==> src/pkg/high_port_pkg.sv <==
// Constants and carriers for the high-port bank I/O block.
// Assumes an SFR-style register port and a memory interface on the same clock.
package high_port_pkg;

   // ==========================================================
   // Register offsets in SFR space
   localparam logic [7:0] OFS_PORT4_LATCH = 8'h84;
   localparam logic [7:0] OFS_PORT5_LATCH = 8'h85;
   localparam logic [7:0] OFS_PORT6_LATCH = 8'h86;
   localparam logic [7:0] OFS_PORT7_LATCH = 8'h96;
   localparam logic [7:0] OFS_NIBBLE_MODE = 8'hb5;

   // ==========================================================
   // Reset values
   localparam logic [7:0] RST_LATCH = 8'hff;
   localparam logic [7:0] RST_NIBBLE_MODE = 8'h00;
   localparam logic [7:0] READ_ZERO = 8'h00;

   // ==========================================================
   // Port and pin positions
   localparam int NUM_PORTS = 4;
   localparam int PORT_W = 8;
   localparam int NIBBLE_W = 4;
   localparam int P4_IDX = 0;
   localparam int P5_IDX = 1;
   localparam int P6_IDX = 2;
   localparam int P7_IDX = 3;
   localparam int WR_STROBE_BIT = 7;
   localparam int RD_STROBE_BIT = 6;
   localparam int ALE_BIT = 5;
   localparam int ADDR_HI_MSB = 15;
   localparam int ADDR_HI_LSB = 8;
   localparam int ADDR_LO_MSB = 7;
   localparam int ADDR_LO_LSB = 0;

   typedef logic [NUM_PORTS-1:0][PORT_W-1:0] port_bank_type;

   // Register access request from the core
   typedef struct packed {
      logic wr;
      logic rd;
      logic rmw;
      logic [7:0] addr;
      logic [7:0] wdata;
   } sfr_req_type;

   // Memory interface drive, valid during the execution phase of an off-chip move
   typedef struct packed {
      logic active;
      logic read;
      logic multiplexed;
      logic wr_n;
      logic rd_n;
      logic ale;
      logic [15:0] addr;
      logic [7:0] bus_out;
   } memif_type;

endpackage

==> src/logic/high_port_bank_io.sv <==
// Output latches, nibble output modes, pull-up control and memory-interface
// override for ports 4 to 7.
// Assumes register requests and memory-interface signals share core_clk; pins are async.

// How it works
// - Pull-ups are on after reset and a high pullup_global_disable turns all of them off.
// - A pin driven low always has its own pull-up switched off.
// - During an off-chip move the memory interface sets the affected pins, not the latches.
// - Moves leave output modes alone, except that data pins float during an off-chip read.
// - Each mode bit sets one nibble open-drain (0) or push-pull (1), bit 0 for port 4 low.
// - A latch 0 drives low; a 1 drives high in push-pull or floats in open-drain.
// - Reading a port data register returns the synchronised pin levels.
// - Port 4 pins 7, 6, 5 carry write strobe, read strobe and address latch enable.
// - Port 5 carries address 15:8 in non-multiplexed mode.
// - Port 6 carries address 15:8 multiplexed and address 7:0 non-multiplexed.
// - Port 7 carries address/data multiplexed and data alone non-multiplexed.
// - The read phase of a read-modify-write returns the latch contents.
module high_port_bank_io
   import high_port_pkg::*;
(
   input wire logic core_clk,
   input wire logic sys_rst,
   input wire sfr_req_type sfr_req,
   output logic [7:0] sfr_rdata,
   output logic sfr_hit,
   input wire logic pullup_global_disable,
   input wire logic memif_low_port_select,
   input wire memif_type memif,
   input wire port_bank_type pin_in,
   output port_bank_type pin_out,
   output port_bank_type pin_oe,
   output port_bank_type pullup_en
);

   // ==========================================================
   // Local constants
   localparam int NIBBLES_PER_PORT = PORT_W / NIBBLE_W;
   // Port 4 low bits are never taken over by the memory interface
   localparam int LATCH_ONLY_MSB = ALE_BIT - 1;
   localparam int LATCH_ONLY_LSB = 0;
   // Probe pin for the bit-level checks: port 4 bit 0, governed by mode bit 0
   localparam int CHK_PIN = 0;
   localparam int CHK_MODE_BIT = P4_IDX * NIBBLES_PER_PORT + CHK_PIN / NIBBLE_W;

   // ==========================================================
   // Registers and combinational signals
   port_bank_type latch_r;
   logic [7:0] nibble_mode_r;
   port_bank_type sync1_r;
   port_bank_type sync2_r;
   port_bank_type pin_out_r;
   port_bank_type pin_oe_r;
   port_bank_type pullup_en_r;
   logic [7:0] rdata_r;
   logic hit_r;
   logic [NUM_PORTS-1:0] latch_sel;
   logic mode_sel;
   logic any_hit;
   port_bank_type out_nxt;
   port_bank_type oe_nxt;
   port_bank_type pullup_nxt;
   logic [7:0] rdata_nxt;

   assign latch_sel[P4_IDX] = (sfr_req.addr == OFS_PORT4_LATCH);
   assign latch_sel[P5_IDX] = (sfr_req.addr == OFS_PORT5_LATCH);
   assign latch_sel[P6_IDX] = (sfr_req.addr == OFS_PORT6_LATCH);
   assign latch_sel[P7_IDX] = (sfr_req.addr == OFS_PORT7_LATCH);
   assign mode_sel = (sfr_req.addr == OFS_NIBBLE_MODE);
   assign any_hit = mode_sel | (|latch_sel);

   // ==========================================================
   // Port latches and nibble modes
   always_ff @(posedge core_clk) begin
      if (sys_rst) begin
         latch_r <= {NUM_PORTS{RST_LATCH}};
      end else if (sfr_req.wr) begin
         for (int p = 0; p < NUM_PORTS; p++) begin
            if (latch_sel[p]) begin
               latch_r[p] <= sfr_req.wdata;
            end
         end
      end
   end

   always_ff @(posedge core_clk) begin
      if (sys_rst) begin
         nibble_mode_r <= RST_NIBBLE_MODE;
      end else if (sfr_req.wr && mode_sel) begin
         nibble_mode_r <= sfr_req.wdata;
      end
   end

   // ==========================================================
   // Pin input synchroniser
   always_ff @(posedge core_clk) begin
      if (sys_rst) begin
         sync1_r <= '0;
         sync2_r <= '0;
      end else begin
         sync1_r <= pin_in;
         sync2_r <= sync1_r;
      end
   end

   // ==========================================================
   // Register read: pins normally, latches in the read phase of read-modify-write
   always_comb begin
      rdata_nxt = READ_ZERO;
      for (int p = 0; p < NUM_PORTS; p++) begin
         if (latch_sel[p]) begin
            rdata_nxt = sfr_req.rmw ? latch_r[p] : sync2_r[p];
         end
      end
      if (mode_sel) begin
         rdata_nxt = nibble_mode_r;
      end
   end

   // Unmapped addresses answer zero with sfr_hit low
   always_ff @(posedge core_clk) begin
      if (sys_rst) begin
         rdata_r <= READ_ZERO;
         hit_r <= 1'b0;
      end else if (sfr_req.rd) begin
         rdata_r <= rdata_nxt;
         hit_r <= any_hit;
      end else begin
         hit_r <= 1'b0;
      end
   end

   // ==========================================================
   // Pin drive
   always_comb begin
      out_nxt = latch_r;
      oe_nxt = '0;
      pullup_nxt = '0;
      if (memif.active) begin
         out_nxt[P4_IDX][WR_STROBE_BIT] = memif.wr_n;
         out_nxt[P4_IDX][RD_STROBE_BIT] = memif.rd_n;
         out_nxt[P4_IDX][ALE_BIT] = memif.ale;
         if (!memif.multiplexed) begin
            out_nxt[P5_IDX] = memif.addr[ADDR_HI_MSB:ADDR_HI_LSB];
            out_nxt[P6_IDX] = memif.addr[ADDR_LO_MSB:ADDR_LO_LSB];
         end else begin
            out_nxt[P6_IDX] = memif.addr[ADDR_HI_MSB:ADDR_HI_LSB];
         end
         out_nxt[P7_IDX] = memif.bus_out;
      end
      for (int p = 0; p < NUM_PORTS; p++) begin
         for (int b = 0; b < PORT_W; b++) begin
            // Open-drain drives only a low; push-pull drives both levels
            oe_nxt[p][b] = nibble_mode_r[p*NIBBLES_PER_PORT + b/NIBBLE_W]
               | ~out_nxt[p][b];
         end
      end
      if (memif.active && memif.read) begin
         oe_nxt[P7_IDX] = '0;
      end
      for (int p = 0; p < NUM_PORTS; p++) begin
         for (int b = 0; b < PORT_W; b++) begin
            // Never fight our own low drive
            pullup_nxt[p][b] = ~pullup_global_disable
               & ~(oe_nxt[p][b] & ~out_nxt[p][b]);
         end
      end
   end

   // Registered so pins never glitch on decode paths; one cycle of latency
   always_ff @(posedge core_clk) begin
      if (sys_rst) begin
         pin_out_r <= {NUM_PORTS{RST_LATCH}};
         pin_oe_r <= '0;
         pullup_en_r <= {NUM_PORTS{RST_LATCH}};
      end else begin
         pin_out_r <= out_nxt;
         pin_oe_r <= oe_nxt;
         pullup_en_r <= pullup_nxt;
      end
   end

   assign pin_out = pin_out_r;
   assign pin_oe = pin_oe_r;
   assign pullup_en = pullup_en_r;
   assign sfr_rdata = rdata_r;
   assign sfr_hit = hit_r;
endmodule

==> config.mk <==
export PLATFORM = sky130hd
export DESIGN_NAME = high_port_bank_io
export DESIGN_NICKNAME = d
export VERILOG_FILES = /design/src/pkg/high_port_pkg.sv /design/src/logic/high_port_bank_io.sv
export SDC_FILE = /design/constraint.sdc
export NUM_CORES = 1
export LEC_CHECK = 0
export BUFFER_PORTS_ARGS = -buffer_cell sky130_fd_sc_hd__buf_2
export CORE_MARGIN = 3
export CORE_UTILIZATION = 30
export DETAILED_ROUTE_END_ITERATION = 10
export GPL_ROUTABILITY_DRIVEN = 0
export PLACE_DENSITY_LB_ADDON = 0.1
export SLEW_MARGIN = 5
export SYNTH_ARGS = -nofsm -noshare
export SYNTH_HDL_FRONTEND = slang
export SYNTH_SLANG_ARGS = --single-unit
==> constraint.sdc <==
create_clock -name core_clk -period 4.42 [get_ports core_clk]
set_input_delay 0.442 -clock core_clk [delete_from_list [all_inputs] [get_ports core_clk]]
set_output_delay 0.442 -clock core_clk [all_outputs]
set_load 0.01 [all_outputs]
# ---- Word level (Yosys, flattened, before mapping)
# Cells that the tools add are included.
dict set report totals {
  output_inout_bits 105
  regBits 209
  in_bits 85
}
dict set report classes {
  eq_ne 5
  reduce_logical 8
  n_mux 13
  bitwise_logic 163
}
# operator n
set op_table {}
lappend op_table {{8-bit two-way mux} 12}
lappend op_table {{1-bit inverter} 66}
lappend op_table {{1-bit bitwise AND} 64}
lappend op_table {{8-bit == test (second input constant)} 5}
lappend op_table {{1-bit bitwise OR} 33}
lappend op_table {{27-bit two-way mux} 1}
lappend op_table {{2-bit AND reduction} 4}
lappend op_table {{4-bit OR reduction} 1}
lappend op_table {{1-bit logical AND} 2}
lappend op_table {{2-bit OR reduction} 1}

# ---- Longest topological paths before layout
# Gate-level depths: netlist of run 1.
dict set report logic_depth {
  depth_word 8
  mapped_depth 7
}

# ---- Worst setup path before layout of run 1
# OpenSTA, ideal clock, no wires.
dict set report synth_path {
  kind {input-to-reg}
  startpoint {input port sfr_req[12] (netlist bit)}
  endpoint {register latch_r[0] (netlist bit)}
  t_required_ps 4300
  path_slack_ps 2677
  n_path_buf 2
  setup_time_ps 120
  cell_stages 5
  arrival_time_ps 1624
  path_cell_list {buf_6 > nor4b_4 > nand3_2 > buf_2 > a211o_1}
}
dict set report synth_via {
  elab_chain_len 2
}
# element line
set synth_lines {}
lappend synth_lines {{from (decl)} high_port_bank_io.sv:23} ;# input wire sfr_req_type sfr_req,
lappend synth_lines {{8-bit == test} high_port_bank_io.sv:64} ;# assign latch_sel[P4_IDX] = (sfr_req.addr == OFS_PORT4_LATCH);
lappend synth_lines {{2-bit AND reduction (no line)} --}
lappend synth_lines {{to (signal assigned)} high_port_bank_io.sv:75} ;# latch_r <= {NUM_PORTS{RST_LATCH}};
lappend synth_lines {{to (signal, indexed assignment)} high_port_bank_io.sv:79} ;# latch_r[p] <= sfr_req.wdata;
lappend synth_lines {{to (decl)} high_port_bank_io.sv:47} ;# port_bank_type latch_r;
# Every way passes these cells.
# A chain may end at the register's enable or synchronous reset.

# ---- Final worst setup path of run 1
dict set report layout_path {
  startpoint {input port memif[29] (netlist bit)}
  endpoint {register pin_out_r, in the netlist pin_out[14]}
}
dict set report layout_via {
  elab_chain_len 1
}
# element line
set layout_lines {}
lappend layout_lines {{from (decl)} high_port_bank_io.sv:28} ;# input wire memif_type memif,
lappend layout_lines {{27-bit two-way mux} high_port_bank_io.sv:138} ;# if (memif.active) begin
lappend layout_lines {{to (signal assigned)} high_port_bank_io.sv:172} ;# pin_out_r <= {NUM_PORTS{RST_LATCH}};
lappend layout_lines {{to (signal assigned)} high_port_bank_io.sv:176} ;# pin_out_r <= out_nxt;
lappend layout_lines {{to (decl)} high_port_bank_io.sv:51} ;# port_bank_type pin_out_r;
# Every way passes these cells.

==> Flow_metrics.wiki, run 1 <==
{| class="wikitable"
! Metric !! Value
|-
| Category of the critical setup timing path || in2reg
|-
| Hold crit path type || in2reg
|-
| Total number of clock tree sinks || 209
|-
| Net load switching power || 0.000963 W
|-
| Slew at the pin closest to its max-slew limit || 1.06 ns
|-
| Worst setup path startpoint || memif[29]
|-
| Biggest area contributors in the synthesized netlist || sky130_fd_sc_hd__dfxtp_1 (58%), sky130_fd_sc_hd__nor2b_1 (8.4%), sky130_fd_sc_hd__a211o_1 (6.4%)
|-
| Fraction of power consumed by combinational cells || 7.0%
|-
| Hold_sp || pin_in[5]
|-
| Final setup violation count || 0
|-
| Setup WS post-layout || 2.26 ns
|-
| Post-placement setup slack || 1.64 ns
|-
| Distinct cell type count after synthesis || 38
|-
| Cell-internal power || 0.00337 W
|-
| Smallest hold slack || 0.139 ns
|-
| Number of vias in the routed layout || 5427
|-
| Max Fclk || 463 MHz
|-
| CP max-delay cell || sky130_fd_sc_hd__nor2b_1
|-
| Die Wd || 161 um
|-
| Maximum number of pins on one net before global-route repair || 77
|-
| Most common flop cell mapped by yosys || sky130_fd_sc_hd__dfxtp_1
|-
| Overflow after GRT || 0
|-
| Top-Level Pins || 190
|-
| Clock tree from TritonCTS || done
|-
| Kind of start point of the critical path || input port
|-
| Capture point of the worst reg-to-reg path || sfr_rdata[0]
|-
| Worst skew pair latency || 0.51 ns
|-
| Min-Delay Endpoint || sync1_r[5]
|-
| Path depth of the worst reg2reg path || 3
|-
| Number of H-tree levels || 1
|-
| Signal arrival time at the worst endpoint || 2.53 ns
|-
| Grt met3 use || 3.67%
|-
| Buffer depth of the longest clock path || 3
|-
| Power density of the placed cells || 468 nW/um2
|-
| Remaining antenna violation count after routing || 0
|-
| Cell Rows || 56
|-
| Setup Total Neg Slack || 0 ns
|-
| CTS buffer count || 24
|-
| Number of cells produced by synthesis || 708
|-
| Status || complete, no violations
|-
| Share of synthesized area occupied by flip-flops and latches || 57.8%
|-
| Post-synthesis sequential element count || 209
|-
| Most Frequent Cell on Critical Path || sky130_fd_sc_hd__nor2b_1
|-
| Root buf cell || sky130_fd_sc_hd__clkbuf_16
|-
| Number of synthesized flops with an enable pin || 0
|-
| First-pass GRT wire length || 31000 um
|-
| Max-capacitance violation count || 0
|-
| Clock network power share || 47.1%
|-
| Reg-to-Reg Start || latch_r[8]
|-
| HPWL after DPL || 14800 um
|-
| Crit path buf inv count || 2
|-
| Final Critical Period || 2.16 ns
|-
| Worst path top cell family by delay || simple AND/OR/NAND/NOR gates
|-
| Data required time of the critical path || 4.79 ns
|-
| Die outline area || 26000 um2
|-
| Die boundary height || 161 um
|-
| Number of design-rule violations left by the first detailed-router iteration || 301
|-
| Fraction of registers with async set or reset after synthesis || 0%
|-
| Yosys warnings || 0
|-
| Synthesized net count || 793
|-
| Relative contribution of sequential cells to total power || 45.8%
|-
| Worst path cell trace || buf_2, nor2b_1, nor2b_1, a211oi_1, inv_1
|-
| Area of the core || 23600 um2
|-
| Area occupied by multi-input gates || 2740 um2
|-
| Count of buffers added by post-CTS timing repair for setup || 0
|-
| Worst R2R Setup Slack || 3.00 ns
|-
| Met1 capacity usage during global routing || 22.4%
|-
| CP peak stage delay || 0.92 ns
|-
| Post-synthesis cell area || 7230 um2
|-
| Met2 Use GR || 22.2%
|-
| Number of global-route vias before repair || 5321
|-
| Sequential cell area || 4180 um2
|-
| Count of antenna diodes in the layout || 0
|-
| Number of nets at the end of the flow || 965
|-
| Worst IR Drop VDD || 0.000222 V
|-
| Final hold vios || 0
|-
| Net Sw Frac || 22.3%
|-
| DRC Markers || 0
|-
| Total of buffers placed on input and output ports || 188
|-
| Vias per inst || 4.46
|-
| Worst Hold Path Cells || 2
|-
| Layout cell share with drive strength beyond 1 || 28.8%
|-
| Starting Density || 30.6%
|-
| Normalized max-slew margin || 29.0%
|-
| RSZ-0062 raised after global routing || no
|-
| Most congested layer reported by global routing || met1
|-
| Endpoint class of the critical path || register
|-
| Syn avg cell area || 10.2 um2
|-
| Area share of the largest cell type after synthesis || 57.8%
|-
| Static leakage || 4.11 nW
|-
| Aggregate global-route resource usage || 15.1%
|-
| Post-Route Skew || 0.0158 ns
|-
| Clock-pin transition on the worst setup and hold timing paths || 0.06 ns
|-
| Maximum fanout along the worst path || 40
|-
| Synth-to-layout area growth || 27.7%
|-
| CTS-repair resized insts || 0
|-
| Antenna violations before repair || 1
|-
| Library cell with the largest summed area after synthesis || sky130_fd_sc_hd__dfxtp_1
|-
| Hold buffer count at CTS || 0
|-
| Crit share post-route || 48.9%
|-
| Routed wire length per instance || 16.8 um
|-
| Utilization after layout || 39.1%
|-
| Detailed-routing iteration count for the pre-antenna-repair pass || 7
|-
| Final-layout fill cell count || 2422
|-
| Routed Wire Length || 20400 um
|-
| Final Max Slew Viols || 0
|}
## final cells by class
class | instances | area share, %
Multi-Input combinational cell | 421 | 29.6
Sequential cell | 209 | 45.3
Inverter | 33 | 1.34
Clock buffer | 32 | 7.49
Tap cell | 319 | 4.32
Timing Repair Buffer | 191 | 10.5
Clock inverter | 11 | 1.49
## cell usage in the layout (no fill, tap or decap), drive strengths merged, types with 3 or more instances in the layout
cell    count
nand2      24
mux2i      31
o211ai      4
a221oi      8
clkinv      8
o21ai       7
inv        33
clkbuf     32
o31ai       4
nand3       9
a21oi      26
dfxtp     209
nand2b      9
nor2b      97
buf       191
bufinv      3
nor2       99
mux2       11
a211o      53
nor4        6
a211oi      7
and4bb      3
a31o        3
## through the flow
stage          std cells  total power [W]  instance area (um2)
6_report            1216          0.00433                 9240
5_1_grt             1216          0.00451                 9240
4_1_cts             1216          0.00439                 9240
3_5_place_dp        1173          0.00233                 8410
3_3_place_gp        1173          0.00233                 8410
2_1_floorplan        708          0.00220                 7230
## registers in the layout (all words and copies together) (netlist names)
register,count
sync1_r,32
pin_out,32
sync2_r,32
sfr_hit,1
pullup_en,32
sfr_rdata,8
pin_oe,32
latch_r,32
nibble_mode_r,8
## synthesized netlist by cell type, drive strengths merged (4+ instances only)
master and count:
a211o 53, clkbuf 33, buf 12, o21ai 7, a21oi 26, a221oi 8
mux2 11, nand3 9, o31ai 4, nor4 6, nor2 99, dfxtp 209
o211ai 4, mux2i 31, inv 33, a211oi 7, nor2b 97, nand2 24
nand2b 9
## power by group through the flow
| stage | logic (W) | registers, W | clock network (W) |
|---|---|---|---|
| after global routing | 0.000338 | 0.00199 | 0.00218 |
| after detailed placement | 0.000309 | 0.00203 | 0 |
| after floorplan | 0.000150 | 0.00205 | 0 |
| after CTS | 0.000311 | 0.00198 | 0.00209 |
| final | 0.000305 | 0.00198 | 0.00204 |
| after global placement | 0.000307 | 0.00203 | 0 |
## kinds of logic (layout without fill, tap and decap cells)
family	count (synthesis)	in the layout	share of synthesized area, %
AO/OA/AOI/OAI	115	115	11.9
buffers and inverters	78	267	4.34
flip-flops	209	209	57.8
multiplexers	44	44	6.62
AND/OR/NAND/NOR	262	262	19.3
## worst max-delay path by stage
stage             endpoint  slack (ns)  depth (start not counted)
2_1_floorplan   latch_r[0]        2.68                          5
3_3_place_gp   pin_out[14]        1.71                          5
3_5_place_dp   pin_out[14]        1.64                          5
4_1_cts        pin_out[14]        2.17                          5
5_1_grt         pin_oe[14]        1.95                          6
6_report       pin_out[14]        2.26                          5
## per-layer routing
layer	share of wire, %	vias up
li1	-	2735
met4	1.5	2
met5	0.064	-
met1	50	2464
met3	7.3	31
met2	41	195
Note: power is estimated with default switching activity, not from simulation.
==> run 2: changes to the inputs <==
- clock period: 4.42 -> 1.8 ns (I/O delays scaled with it)
==> run 2 against run 1 <==
Net effect:
- critical path depth down 2
- sequential power up 150%
- clock power up 140%
- largest cell class unchanged
- highest routed layer is now met4
==> Flow_metrics.wiki, run 2 (same netlist as run 1, synthesis figures left out) <==
{| class="wikitable"
! Metric !! Value
|-
| Total of buffers placed on input and output ports || 188 (unchanged)
|-
| Data required time of the critical path || 2.19 ns (-2.60 ns)
|-
| Clock network power share || 45.5% (-1.6 points)
|-
| CTS-repair resized insts || 0 (unchanged)
|-
| Max Fclk || 701 MHz
|-
| Normalized max-slew margin || 58.3% (+29 points)
|-
| Area of the core || 23600 um2 (unchanged)
|-
| Slew at the pin closest to its max-slew limit || 0.626 ns (-0.436 ns)
|-
| Number of cells in the design after placement || 1189 (+1.4%)
|-
| Maximum fanout along the worst path || 4 (-90%)
|-
| Number of standard cells in the final layout excluding fillers || 1288 (+5.9%)
|-
| Most congested layer reported by global routing || met2
|-
| CP peak stage delay || 0.52 ns (-0.40 ns)
|-
| Root buf cell || sky130_fd_sc_hd__clkbuf_16
|-
| Max-capacitance violation count || 0 (unchanged)
|-
| Power density of the placed cells || 1060 nW/um2 (+130%)
|-
| Worst skew pair latency || 0.51 ns (about the same)
|-
| Number of design-rule violations left by the first detailed-router iteration || 341 (+13%)
|-
| RSZ-0062 raised after global routing || no
|-
| Crit share post-route || 79.2%
|-
| Clock-pin transition on the worst setup and hold timing paths || 0.06 ns (about the same)
|-
| Overflow after GRT || 0 (unchanged)
|-
| DRC Markers || 0 (unchanged)
|-
| Count of antenna diodes in the layout || 0 (unchanged)
|-
| Net Sw Frac || 22.4% (+0.13 points)
|-
| Number of nets at the end of the flow || 1039 (+7.7%)
|-
| First-pass GRT wire length || 32100 um (+3.5%)
|-
| Hold crit path type || in2reg
|-
| Number of H-tree levels || 1 (unchanged)
|-
| Vias per inst || 4.37 (-2.0%)
|-
| Synth-to-layout area growth || 37.5%
|-
| Final hold vios || 0 (unchanged)
|-
| Commonest non-fill, non-tap cell in the layout || sky130_fd_sc_hd__dfxtp_1
|-
| Most frequent cells in the layout || sky130_fd_sc_hd__dfxtp_1 (209), sky130_fd_sc_hd__buf_2 (187), sky130_fd_sc_hd__nor2_1 (99)
|-
| Post-route cell area || 9950 um2 (+7.6%)
|-
| HPWL after DPL || 15100 um (+2.2%)
|-
| Number of vias in the routed layout || 5633 (+3.8%)
|-
| Final Max Slew Viols || 0 (unchanged)
|-
| Area after DPL || 8580 um2 (+2.0%)
|-
| Worst path cell trace || mux4_2, a221oi_1, nor4_1
|-
| Relative contribution of sequential cells to total power || 46.2% (+0.4 points)
|-
| Count of buffers added by post-CTS timing repair for setup || 0 (unchanged)
|-
| Met2 Use GR || 23.2% (+1.0 points)
|-
| Met1 capacity usage during global routing || 23.2% (+0.77 points)
|-
| CTS buffer count || 23 (-4.2%)
|-
| Signal arrival time at the worst endpoint || 1.81 ns (-0.72 ns)
|-
| Cell Rows || 56 (unchanged)
|-
| Die Wd || 161 um (unchanged)
|-
| Utilization after layout || 42.1% (+3.0 points)
|-
| Antenna violations before repair || 0 (-1)
|-
| Crit path buf inv count || 0 (-2)
|-
| Category of the critical setup timing path || reg2reg
|-
| Routed Wire Length || 20900 um (+2.4%)
|-
| Net load switching power || 0.00236 W (+140%)
|-
| Detailed-routing iteration count for the pre-antenna-repair pass || 4 (-3)
|-
| Die outline area || 26000 um2 (unchanged)
|-
| Static leakage || 4.42 nW (+7.5%)
|-
| Final setup violation count || 0 (unchanged)
|-
| Endpoint class of the critical path || register
|-
| Worst path top cell family by delay || multiplexers
|-
| Starting Density || 30.6% (unchanged)
|-
| Die boundary height || 161 um (unchanged)
|-
| Layout cell share with drive strength beyond 1 || 28.0% (-0.80 points)
|-
| Cell-internal power || 0.00818 W (+140%)
|-
| CP max-delay cell || sky130_fd_sc_hd__mux4_2
|-
| Maximum number of pins on one net before global-route repair || 53 (-31%)
|-
| Setup Total Neg Slack || 0 ns (unchanged)
|-
| Buffer depth of the longest clock path || 3 (unchanged)
|-
| Kind of start point of the critical path || register
|-
| Fraction of power consumed by combinational cells || 8.3% (+1.3 points)
|-
| Top-Level Pins || 190 (unchanged)
|-
| Aggregate global-route resource usage || 15.6% (+0.54 points)
|-
| Number of global-route vias before repair || 5511 (+3.6%)
|-
| Total number of clock tree sinks || 209 (unchanged)
|-
| Remaining antenna violation count after routing || 0 (unchanged)
|-
| Worst IR Drop VDD || 0.000560 V (+150%)
|-
| Final Critical Period || 1.43 ns
|-
| Grt met3 use || 3.44% (-0.23 points)
|-
| Post-Route Skew || 0.0167 ns (+0.000930 ns)
|-
| Routed wire length per instance || 16.2 um (-3.3%)
|-
| Status || complete, no violations
|-
| Clock tree from TritonCTS || done
|}
-- run 2: changes by cell type in the layout (fill, tap and decap cells not counted) --
cell | previous run | this run
sky130_fd_sc_hd__buf_4 | 4 | 16
sky130_fd_sc_hd__clkinvlp_4 | 0 | 2
sky130_fd_sc_hd__clkinv_2 | 6 | 4
sky130_fd_sc_hd__dlygate4sd3_1 | 0 | 59
sky130_fd_sc_hd__clkinv_4 | 2 | 1
sky130_fd_sc_hd__clkbuf_16 | 25 | 23
sky130_fd_sc_hd__buf_12 | 0 | 4
-- run 2: power groups by stage --
| stage | sequential, W | clock, W | combinational, W |
|---|---|---|---|
| CTS | 0.00487 | 0.00493 | 0.000887 |
| finish | 0.00487 | 0.00480 | 0.000874 |
| floorplan | 0.00503 | 0 | 0.000368 |
| global placement | 0.00498 | 0 | 0.000781 |
| detailed placement | 0.00497 | 0 | 0.000782 |
| global route | 0.00489 | 0.00513 | 0.000963 |
-- run 2: layout make-up --
| type | count | area, um2 |
|---|---|---|
| Clock buffer | 30 | 642 |
| Clock inverter | 10 | 134 |
| Fill cell | 2377 | 13700 |
| Inverter | 33 | 124 |
| Multi-Input combinational cell | 421 | 2740 |
| Sequential cell | 209 | 4180 |
| Tap cell | 319 | 399 |
| Timing Repair Buffer | 266 | 1730 |
-- run 2: repair_timing --
item                       4_1_cts  5_1_grt
hold buffers                    59        0
hold endpoints to repair        74        0
setup endpoints to repair        0        0
-- run 2: per-stage QoR --
step	worst slack [ns]	hold slack [ns]	power [W]
2_1_floorplan	0.319	0.301	0.00540
3_5_place_dp	0.145	0.392	0.00576
5_1_grt	0.308	0.0642	0.0110
6_report	0.374	0.0747	0.0105
4_1_cts	0.388	0.0491	0.0107
3_3_place_gp	0.139	0.394	0.00576
-- run 2: layer usage --
metal  vias to the layer above  wire length (um)
li1                       2867                 -
met1                      2562             10400
met2                       180              8750
met3                        24              1460
met4                         0               279
met5                         -                 0
-- run 2: worst reg2reg max path, cell delays in order (launching register included) --
cell	delay, ns
sky130_fd_sc_hd__dfxtp_1	0.36
sky130_fd_sc_hd__mux4_2	0.52
sky130_fd_sc_hd__a221oi_1	0.36
sky130_fd_sc_hd__nor4_1	0.08
-- run 2: final timing paths --
| kind | startpoint | to | slack [ns] | depth (start not counted) |
|---|---|---|---|---|
| setup / recovery | latch_r[0] | sfr_rdata[0] | 0.37 | 3 |
| hold / removal | sfr_req[17] | sfr_rdata[7] | 0.07 | 3 |
| setup reg to reg | latch_r[0] | sfr_rdata[0] | 0.37 | 3 |
| hold reg to reg | sync1_r[15] | sync2_r[15] | 0.44 | 1 |
